### config.mk
export PLATFORM = sky130hd
export DESIGN_NAME = wwd_top
export DESIGN_NICKNAME = d
export VERILOG_FILES = /design/src/hw/wwd_pkg.sv /design/src/hw/wwd_delay_timer.sv /design/src/hw/wwd_top.sv /design/src/hw/wwd_window_decode.sv
export VERILOG_INCLUDE_DIRS = /design/src /design/src/hw
export SDC_FILE = /design/constraint.sdc
export NUM_CORES = 1
export LEC_CHECK = 0
export ABC_AREA = 1
export BUFFER_PORTS_ARGS = -buffer_cell sky130_fd_sc_hd__buf_2
export CORE_MARGIN = 3
export CORE_UTILIZATION = 45
export DETAILED_ROUTE_END_ITERATION = 12
export PLACE_DENSITY = 0.71
export SKIP_CTS_REPAIR_TIMING = 1
export SLEW_MARGIN = 20
export SYNTH_ARGS = -nofsm -noshare
export SYNTH_HDL_FRONTEND = slang
export SYNTH_SLANG_ARGS = --single-unit
### constraint.sdc
create_clock -name REF_CLK -period 4.19 [get_ports REF_CLK]
set_clock_uncertainty 0.2 [all_clocks]
set_input_delay 0.6285 -clock REF_CLK [delete_from_list [all_inputs] [get_ports REF_CLK]]
set_output_delay 0.6285 -clock REF_CLK [all_outputs]
set_load 0.02 [all_outputs]
### src/hw/wwd_params.svh
// Constants of the window watchdog reset supervisor: offsets, fields, reset values and timing.
`ifndef WWD_PARAMS_SVH
`define WWD_PARAMS_SVH

// ----------------------------------------------------------------------------
// Register byte offsets
// ----------------------------------------------------------------------------
`define WWD_OFS_CAP_RST   12'h000
`define WWD_OFS_CAP_WDU   12'h004
`define WWD_OFS_STATUS    12'h008
`define WWD_OFS_IRQ_STAT  12'h00C
`define WWD_OFS_IRQ_CLR   12'h010
`define WWD_OFS_IRQ_EN    12'h014

// ----------------------------------------------------------------------------
// Field positions and reset values
// ----------------------------------------------------------------------------
`define WWD_IRQ_W          4
`define WWD_IRQ_RST_ASSERT 0
`define WWD_IRQ_RST_REL    1
`define WWD_IRQ_WD_EARLY   2
`define WWD_IRQ_WD_LATE    3
`define WWD_CAP_RST_RESET  32'h0000_0100
`define WWD_CAP_WDU_RESET  32'h0000_1000

// ----------------------------------------------------------------------------
// Timing
// ----------------------------------------------------------------------------
`define WWD_CLK_HZ           25000000
`define WWD_TRST_PULLUP_US   200000
`define WWD_TRST_OPEN_US     10000
`define WWD_WINDOW_UPPER_BOUND_PULLUP_US   1000000
`define WWD_WINDOW_UPPER_BOUND_OPEN_US     100000
`define WWD_CYC_PER_US       (`WWD_CLK_HZ / 1000000)

`endif

### src/hw/wwd_pkg.sv
// Types of the window watchdog reset supervisor.
package wwd_pkg;

    typedef enum logic [1:0] {
        STRAP_CAP    = 2'h0,
        STRAP_PULLUP = 2'h1,
        STRAP_OPEN   = 2'h2
    } wwd_strap_t;

    typedef enum logic [2:0] {
        SUP_HOLD  = 3'h1,
        SUP_DELAY = 3'h2,
        SUP_RUN   = 3'h4
    } wwd_sup_t;

    typedef enum logic [2:0] {
        WD_OFF   = 3'h1,
        WD_WIN   = 3'h2,
        WD_FAULT = 3'h4
    } wwd_wd_t;

endpackage

### src/hw/wwd_delay_timer.sv
// Down counter that times the reset delay and the fault hold period.
`timescale 1ns/100ps
`default_nettype none
module wwd_delay_timer #(
    parameter int W = 32
) (
    input  wire logic         clk,
    input  wire logic         rst_n,
    input  wire logic         load,
    input  wire logic         clr,
    input  wire logic [W-1:0] load_val,
    output logic              busy,
    output logic              done
);
    logic [W-1:0] cnt_q;

    // Loads at least one cycle so a zero value still completes.
    always_ff @(posedge clk or negedge rst_n) begin
        if (!rst_n) begin
            cnt_q <= '0;
        end else if (load) begin
            cnt_q <= (load_val == '0) ? W'(1) : load_val;
        end else if (clr) begin
            cnt_q <= '0;
        end else if (cnt_q != '0) begin
            cnt_q <= cnt_q - W'(1);
        end
    end

    assign busy = (cnt_q != '0);
    assign done = (cnt_q == W'(1));
endmodule // wwd_delay_timer
`default_nettype wire

### src/hw/wwd_top.sv
// Window watchdog reset supervisor with APB registers and interrupt.
`timescale 1ns/100ps
`default_nettype none
`include "wwd_params.svh"
module wwd_top import wwd_pkg::*; #(
    parameter logic [31:0] RST_PULLUP_CYC = 32'(`WWD_TRST_PULLUP_US * `WWD_CYC_PER_US),
    parameter logic [31:0] RST_OPEN_CYC   = 32'(`WWD_TRST_OPEN_US * `WWD_CYC_PER_US),
    parameter logic [31:0] WDU_PULLUP_CYC = 32'(`WWD_WINDOW_UPPER_BOUND_PULLUP_US * `WWD_CYC_PER_US),
    parameter logic [31:0] WDU_OPEN_CYC   = 32'(`WWD_WINDOW_UPPER_BOUND_OPEN_US * `WWD_CYC_PER_US)
) (
    input  wire logic        REF_CLK,
    input  wire logic        NRST,
    input  wire logic        PSEL,
    input  wire logic        PENABLE,
    input  wire logic        PWRITE,
    input  wire logic [11:0] PADDR,
    input  wire logic [31:0] PWDATA,
    input  wire logic [3:0]  PSTRB,
    output logic [31:0]      PRDATA,
    output logic             PREADY,
    output logic             PSLVERR,
    input  wire logic        POWER_ON_OK,
    input  wire logic        RAIL_UNDERVOLTAGE,
    input  wire logic        RAIL_OVERVOLTAGE,
    input  wire logic        WATCHDOG_KICK_INPUT,
    input  wire logic        WINDOW_SELECT_0,
    input  wire logic        WINDOW_SELECT_1,
    input  wire wwd_strap_t  RESET_DELAY_PIN,
    input  wire wwd_strap_t  WATCHDOG_TIMING_PIN,
    input  wire logic        RESET_OUT_I,
    output logic             RESET_OUT_O,
    output logic             RESET_OUT_OE,
    input  wire logic        WATCHDOG_FAULT_OUTPUT_I,
    output logic             WATCHDOG_FAULT_OUTPUT_O,
    output logic             WATCHDOG_FAULT_OUTPUT_OE,
    output logic             IRQ
);

    // ------------------------------------------------------------------------
    // Declarations
    // ------------------------------------------------------------------------
    logic [31:0]            cap_rst_q;
    logic [31:0]            cap_wdu_q;
    logic [`WWD_IRQ_W-1:0]  irq_en_q;
    logic [`WWD_IRQ_W-1:0]  irq_stat_q;
    logic [`WWD_IRQ_W-1:0]  irq_ev;
    logic [`WWD_IRQ_W-1:0]  irq_clr;
    logic [31:0]            prdata_q;
    logic                   irq_q;
    logic [31:0]            wr_mask;
    logic                   wr_en;
    logic                   rd_setup;
    logic                   addr_hit;
    logic [31:0]            rd_value;

    wwd_sup_t               sup_q;
    wwd_sup_t               sup_d;
    wwd_wd_t                wd_q;
    wwd_wd_t                wd_d;
    logic                   rst_oe_q;
    logic                   wdo_oe_q;
    logic                   rail_ok;
    logic [31:0]            rst_delay;
    logic                   rst_tmr_load;
    logic                   rst_tmr_done;
    logic                   flt_tmr_load;
    logic                   flt_tmr_clr;
    logic                   flt_tmr_done;

    logic [31:0]            win_lower;
    logic [31:0]            win_upper;
    logic                   wd_disabled;
    logic [31:0]            wcnt_q;
    logic                   kick_prev_q;
    logic                   kick_fall;
    logic                   kick_taken;
    logic                   early_kick;
    logic                   late_window;
    logic                   win_restart;

    // ------------------------------------------------------------------------
    // APB decode
    // ------------------------------------------------------------------------
    assign wr_en    = PSEL & PENABLE & PWRITE;
    assign rd_setup = PSEL & ~PENABLE & ~PWRITE;

    always_comb begin
        case (PADDR)
            `WWD_OFS_CAP_RST,
            `WWD_OFS_CAP_WDU,
            `WWD_OFS_STATUS,
            `WWD_OFS_IRQ_STAT,
            `WWD_OFS_IRQ_CLR,
            `WWD_OFS_IRQ_EN: addr_hit = 1'b1;
            default:         addr_hit = 1'b0;
        endcase
    end

    generate
        for (genvar b = 0; b < 4; b++) begin : g_lane
            assign wr_mask[8*b +: 8] = {8{PSTRB[b]}};
        end
    endgenerate

    assign PREADY  = 1'b1;
    assign PSLVERR = PSEL & PENABLE & ~addr_hit;

    // ------------------------------------------------------------------------
    // Configuration registers
    // ------------------------------------------------------------------------
    always_ff @(posedge REF_CLK or negedge NRST) begin
        if (!NRST) begin
            cap_rst_q <= `WWD_CAP_RST_RESET;
        end else if (wr_en && PADDR == `WWD_OFS_CAP_RST) begin
            cap_rst_q <= (cap_rst_q & ~wr_mask) | (PWDATA & wr_mask);
        end
    end

    always_ff @(posedge REF_CLK or negedge NRST) begin
        if (!NRST) begin
            cap_wdu_q <= `WWD_CAP_WDU_RESET;
        end else if (wr_en && PADDR == `WWD_OFS_CAP_WDU) begin
            cap_wdu_q <= (cap_wdu_q & ~wr_mask) | (PWDATA & wr_mask);
        end
    end

    always_ff @(posedge REF_CLK or negedge NRST) begin
        if (!NRST) begin
            irq_en_q <= '0;
        end else if (wr_en && PADDR == `WWD_OFS_IRQ_EN && PSTRB[0]) begin
            irq_en_q <= PWDATA[`WWD_IRQ_W-1:0];
        end
    end

    // ------------------------------------------------------------------------
    // Read data
    // ------------------------------------------------------------------------
    always_comb begin
        rd_value = 32'h0000_0000;
        case (PADDR)
            `WWD_OFS_CAP_RST:  rd_value = cap_rst_q;
            `WWD_OFS_CAP_WDU:  rd_value = cap_wdu_q;
            `WWD_OFS_STATUS:   rd_value = {23'h00_0000, WATCHDOG_KICK_INPUT, WATCHDOG_FAULT_OUTPUT_I,
                                           RESET_OUT_I, wd_disabled, wdo_oe_q, rst_oe_q,
                                           RAIL_OVERVOLTAGE, RAIL_UNDERVOLTAGE, POWER_ON_OK};
            `WWD_OFS_IRQ_STAT: rd_value = {28'h000_0000, irq_stat_q};
            `WWD_OFS_IRQ_EN:   rd_value = {28'h000_0000, irq_en_q};
            default:           rd_value = 32'h0000_0000;
        endcase
    end

    always_ff @(posedge REF_CLK or negedge NRST) begin
        if (!NRST) begin
            prdata_q <= 32'h0000_0000;
        end else if (rd_setup) begin
            prdata_q <= rd_value;
        end
    end

    assign PRDATA = prdata_q;

    // ------------------------------------------------------------------------
    // Supervisor state machine
    // ------------------------------------------------------------------------
    assign rail_ok = POWER_ON_OK & ~RAIL_UNDERVOLTAGE & ~RAIL_OVERVOLTAGE;

    always_comb begin
        case (RESET_DELAY_PIN)
            STRAP_CAP:    rst_delay = cap_rst_q;
            STRAP_PULLUP: rst_delay = RST_PULLUP_CYC;
            default:      rst_delay = RST_OPEN_CYC;
        endcase
    end

    always_comb begin
        sup_d = sup_q;
        case (sup_q)
            SUP_HOLD: begin
                if (rail_ok) begin
                    sup_d = SUP_DELAY;
                end
            end
            SUP_DELAY: begin
                if (!rail_ok) begin
                    sup_d = SUP_HOLD;
                end else if (rst_tmr_done) begin
                    sup_d = SUP_RUN;
                end
            end
            SUP_RUN: begin
                if (!rail_ok) begin
                    sup_d = SUP_HOLD;
                end
            end
            default: sup_d = SUP_HOLD;
        endcase
    end

    assign rst_tmr_load = (sup_q == SUP_HOLD) & rail_ok;

    wwd_delay_timer #(
        .W        (32)
    ) u_rst_timer (
        .clk      (REF_CLK),
        .rst_n    (NRST),
        .load     (rst_tmr_load),
        .clr      (~rail_ok),
        .load_val (rst_delay),
        .busy     (),
        .done     (rst_tmr_done)
    );

    always_ff @(posedge REF_CLK or negedge NRST) begin
        if (!NRST) begin
            sup_q    <= SUP_HOLD;
            rst_oe_q <= 1'b1;
        end else begin
            sup_q    <= sup_d;
            rst_oe_q <= (sup_d != SUP_RUN);
        end
    end

    assign RESET_OUT_O  = 1'b0;
    assign RESET_OUT_OE = rst_oe_q;

    // ------------------------------------------------------------------------
    // Watchdog window
    // ------------------------------------------------------------------------
    wwd_window_decode #(
        .UPPER_PULLUP (WDU_PULLUP_CYC),
        .UPPER_OPEN   (WDU_OPEN_CYC)
    ) u_decode (
        .sel0         (WINDOW_SELECT_0),
        .sel1         (WINDOW_SELECT_1),
        .timing_mode  (WATCHDOG_TIMING_PIN),
        .cap_upper    (cap_wdu_q),
        .lower        (win_lower),
        .upper        (win_upper),
        .disabled     (wd_disabled)
    );

    assign kick_fall   = kick_prev_q & ~WATCHDOG_KICK_INPUT;
    assign kick_taken  = kick_fall & (wd_q == WD_WIN) & (sup_q == SUP_RUN) & ~wd_disabled;
    assign early_kick  = kick_taken & (wcnt_q < win_lower);
    assign late_window = (wd_q == WD_WIN) & ~kick_taken & (wcnt_q + 32'd1 >= win_upper);

    always_comb begin
        wd_d = wd_q;
        case (wd_q)
            WD_OFF: begin
                if (sup_d == SUP_RUN && !wd_disabled) begin
                    wd_d = WD_WIN;
                end
            end
            WD_WIN: begin
                if (sup_d != SUP_RUN || wd_disabled) begin
                    wd_d = WD_OFF;
                end else if (early_kick || late_window) begin
                    wd_d = WD_FAULT;
                end
            end
            WD_FAULT: begin
                if (sup_d != SUP_RUN) begin
                    wd_d = WD_OFF;
                end else if (flt_tmr_done) begin
                    wd_d = wd_disabled ? WD_OFF : WD_WIN;
                end
            end
            default: wd_d = WD_OFF;
        endcase
    end

    assign flt_tmr_load = (wd_q == WD_WIN) & (wd_d == WD_FAULT);
    assign flt_tmr_clr  = (wd_d != WD_FAULT);
    assign win_restart  = (wd_d == WD_WIN) & ((wd_q != WD_WIN) | kick_taken);

    wwd_delay_timer #(
        .W        (32)
    ) u_flt_timer (
        .clk      (REF_CLK),
        .rst_n    (NRST),
        .load     (flt_tmr_load),
        .clr      (flt_tmr_clr),
        .load_val (rst_delay),
        .busy     (),
        .done     (flt_tmr_done)
    );

    always_ff @(posedge REF_CLK or negedge NRST) begin
        if (!NRST) begin
            kick_prev_q <= 1'b1;
        end else begin
            kick_prev_q <= WATCHDOG_KICK_INPUT;
        end
    end

    always_ff @(posedge REF_CLK or negedge NRST) begin
        if (!NRST) begin
            wcnt_q <= 32'h0000_0000;
        end else if (win_restart || wd_d != WD_WIN) begin
            wcnt_q <= 32'h0000_0000;
        end else begin
            wcnt_q <= wcnt_q + 32'd1;
        end
    end

    always_ff @(posedge REF_CLK or negedge NRST) begin
        if (!NRST) begin
            wd_q     <= WD_OFF;
            wdo_oe_q <= 1'b0;
        end else begin
            wd_q     <= wd_d;
            wdo_oe_q <= (wd_d == WD_FAULT) & (sup_d == SUP_RUN);
        end
    end

    assign WATCHDOG_FAULT_OUTPUT_O  = 1'b0;
    assign WATCHDOG_FAULT_OUTPUT_OE = wdo_oe_q;

    // ------------------------------------------------------------------------
    // Interrupts
    // ------------------------------------------------------------------------
    always_comb begin
        irq_ev = '0;
        irq_ev[`WWD_IRQ_RST_ASSERT] = (sup_q == SUP_RUN) & (sup_d != SUP_RUN);
        irq_ev[`WWD_IRQ_RST_REL]    = (sup_q != SUP_RUN) & (sup_d == SUP_RUN);
        irq_ev[`WWD_IRQ_WD_EARLY]   = flt_tmr_load & early_kick;
        irq_ev[`WWD_IRQ_WD_LATE]    = flt_tmr_load & ~early_kick;
    end

    assign irq_clr = (wr_en && PADDR == `WWD_OFS_IRQ_CLR && PSTRB[0]) ? PWDATA[`WWD_IRQ_W-1:0] : '0;

    always_ff @(posedge REF_CLK or negedge NRST) begin
        if (!NRST) begin
            irq_stat_q <= '0;
        end else begin
            irq_stat_q <= (irq_stat_q & ~irq_clr) | irq_ev;
        end
    end

    always_ff @(posedge REF_CLK or negedge NRST) begin
        if (!NRST) begin
            irq_q <= 1'b0;
        end else begin
            irq_q <= |(((irq_stat_q & ~irq_clr) | irq_ev) & irq_en_q);
        end
    end

    assign IRQ = irq_q;

endmodule // wwd_top
`default_nettype wire

### src/hw/wwd_window_decode.sv
// Decodes select inputs and timing pin state into window bounds and disable.
`timescale 1ns/100ps
`default_nettype none
module wwd_window_decode import wwd_pkg::*; #(
    parameter logic [31:0] UPPER_PULLUP = 32'h0000_0001,
    parameter logic [31:0] UPPER_OPEN   = 32'h0000_0001
) (
    input  wire logic        sel0,
    input  wire logic        sel1,
    input  wire wwd_strap_t  timing_mode,
    input  wire logic [31:0] cap_upper,
    output logic [31:0]      lower,
    output logic [31:0]      upper,
    output logic             disabled
);
    logic [1:0] shift;

    always_comb begin
        case (timing_mode)
            STRAP_CAP:    upper = cap_upper;
            STRAP_PULLUP: upper = UPPER_PULLUP;
            default:      upper = UPPER_OPEN;
        endcase
    end

    always_comb begin
        disabled = 1'b0;
        case ({sel1, sel0})
            2'b00:   shift = 2'd3;
            2'b01: begin
                shift    = 2'd3;
                disabled = 1'b1;
            end
            2'b10:   shift = 2'd1;
            default: shift = 2'd2;
        endcase
    end

    assign lower = upper >> shift;
endmodule // wwd_window_decode
`default_nettype wire

==> results_dict.tcl <==
set metrics [dict create \
    status "complete, but fails checks" \
    violations "setup timing" \
    slew_headroom_pct 36.6 \
    grtUsageTotal_pct 23.0 \
    cts_buffer_depth 3 \
    overflow 0 \
    drv_slew 0 \
    cts-root-buf "clkbuf_16" \
    synth_cell_types 63 \
    antenna_found_initial 0 \
    fin_area_mm2 0.0160 \
    power.total_w 0.00463 \
    wl_per_cell_um 16.5 \
    yosysMostFrequentCell "nand2_1" \
    core_area_mm2 0.0299 \
    synthFlopType "dfrtp_1" \
    ys_top_cells_by_area "dfrtp_1 37%, nand2_1 10%, inv_1 6.5%, ha_1 6.2%, a21oi_1 5.3%" \
    layout.nets 2092 \
    grt_first_pass_wirelength_um 62400 \
    slowest_stage "dfrtp_1" \
    clk-insertion-delay-late_ps 520 \
    period_share_pct 102 \
    drv_cap 0 \
    drtAntennaViolNets 0 \
    syn_inst 1828 \
    dpl_cell_area_mm2 0.0149 \
    drt-pass1-iter-count 7 \
    synth.cells.most_frequent "374 x nand2_1, 237 x inv_1, 204 x dfrtp_1" \
    fp.dieArea_mm2 0.0328 \
    clock_sink_count 210 \
    tightest_slew_ps 952 \
    cts_tree "done" \
    die_w_um 181 \
    cp.required_ps 4400 \
    rsz0062_at_grt "yes" \
    clk_pin_slew_ps 60 \
    drt_wl_total_um 39100 \
    placedCellCount 2309 \
    critical_path_class "register to register" \
    htree_levels 1 \
    worst-path-max-fanout 8 \
    pin_count 104 \
    yosysWarnings 0 \
    async_flop_share_pct 100 \
    synth-edff-count 0 \
    gp_congestion 0.925 \
    syn_area_mm2 0.0138 \
    io_buffer_count 100 \
    numCtsBuffers 23 \
    setup_ws_ps -101 \
    synth_area_per_cell_um2 7.54 \
    grt_pass1_vias 12400 \
    setup_viol 55 \
    final_period_minus_worst_setup_slack_ps 4290 \
    final_hold_viol_count 0 \
    start_kind "register" \
    p_leak_nw 8.24 \
    synth_top_cell_area_share_pct 37.0 \
    setup-tns-final_ps -2920 \
    endpoint_kind "register" \
    yosysTopAreaCell "dfrtp_1" \
    drive_gt1_share_pct 17.9 \
    ys_seq_elements 210 \
    vias_per_cell 5.43 \
    finalNonFillerCells 2364 \
    area_growth_pct 16.2 \
    timing.hold.ws_ps 47.1 \
    fmax_ghz 0.233 \
    grt_start_max_net_pins 118 \
    worstPathArrival_ps 4500 \
    die_h_um 181 \
    worst_path_largest_cell_delay_ps 400 \
    start_util_pct 46.1 \
    worst_path_most_repeated_cell "nor2_4" \
    ir_drop_mv 0.224 \
    drc 0 \
    num_rows 63 \
    p_per_area_mw_per_mm2 289 \
    dpl.hpwl_um 29800 \
    num_vias 12800 \
    ys_seq_area_share_pct 38.2 \
    dr.first_iter.drc_count 1081 \
    n_antenna_cell 0 \
    hold_path.class "input pin to async pin" \
]
power breakdown:
part	switching, W	total [W]	internal, W
logic	0.000328	0.000470	0.000142
clock network	0.000828	0.00211	0.00128
registers	0.0000128	0.00206	0.00205
worst paths after layout:
kind | startpoint | slack [ps] | end | cells past startpoint
worst max register to register | wcnt_q[0] | -100 | wcnt_q[1] | 28
worst min-delay path | NRST | 50 | async pin | 1
worst min register to register | PRDATA[15] | 280 | PRDATA[15] | 2
max in group asynchronous | NRST | 2800 | async pin | 2
min in group REF_CLK | WATCHDOG_KICK_INPUT | 50 | kick_prev_q | 1
worst max-delay path | wcnt_q[0] | -100 | wcnt_q[1] | 28
cell type report:
type                    count  area, µm²
fillers                  2745      13900
multi-input cells        1296       7420
flip-flops and latches    210       5260
repair buffers            163       1080
inverters                 265        995
clock buffers              33        663
well taps                 390        488
clock inverters             7        113
stage by stage:
stage / setup WS, ps / utilization, %
floorplan: 166 / -
global placement: 15.8 / 49.9
detailed placement: -90.4 / 49.9
CTS: -140 / 52.4
global route: -370 / 53.6
finish: -101 / 53.6
worst max-delay path: cells and delay by family (launching register included):
family | cells | cell delay [ps]
fa+ha+maj | 2 | 440
buf+inv | 6 | 640
flops | 1 | 400
simple gates | 19 | 2310
xor+xnor | 1 | 200
cells in the final DEF (no fill, tap or decap), types with 6 or more instances in the layout:
cell	Yosys	routed
a21oi_1	147	138
a21oi_2	0	9
buf_2	15	99
buf_4	7	54
clkbuf_16	0	25
clkbuf_8	0	6
dfrtp_1	204	204
dfstp_2	6	6
ha_1	68	67
inv_1	237	237
inv_2	25	25
nand2_1	374	369
nand2_2	6	9
nand3_1	81	79
nand3_2	6	6
nand4_1	27	27
nor2_1	178	174
nor2_2	21	20
nor2_4	36	41
nor3_1	29	27
nor3_2	7	8
nor4_1	12	11
o211ai_1	7	7
o21ai_0	135	135
o22ai_1	37	37
or2_1	10	10
xnor2_1	7	7
xor2_1	41	37
layer usage:
layer / vias up / GRT usage, % / wire, µm
met2: 398 / 38.3 / 18700
met5: - / 0 / 0
met3: 93 / 2.05 / 2060
li1: 6222 / - / -
met4: 0 / 8.07 / 1440
met1: 6113 / 31.5 / 16800
kinds of logic (layout without fill, tap and decap cells):
family / after synthesis / after routing / synth area share (%)
AND/OR/NAND/NOR: 809 / 809 / 28.2
AO/OA/AOI/OAI: 365 / 365 / 14.7
buffers and inverters: 324 / 468 / 9.50
flip-flops: 210 / 210 / 38.2
adder cells (fa/ha/maj): 68 / 68 / 6.17
XOR/XNOR: 48 / 48 / 3.05
other: 2 / 4 / 0.0545
multiplexers: 2 / 2 / 0.154
No activity file was read; power rests on OpenSTA's default activity.
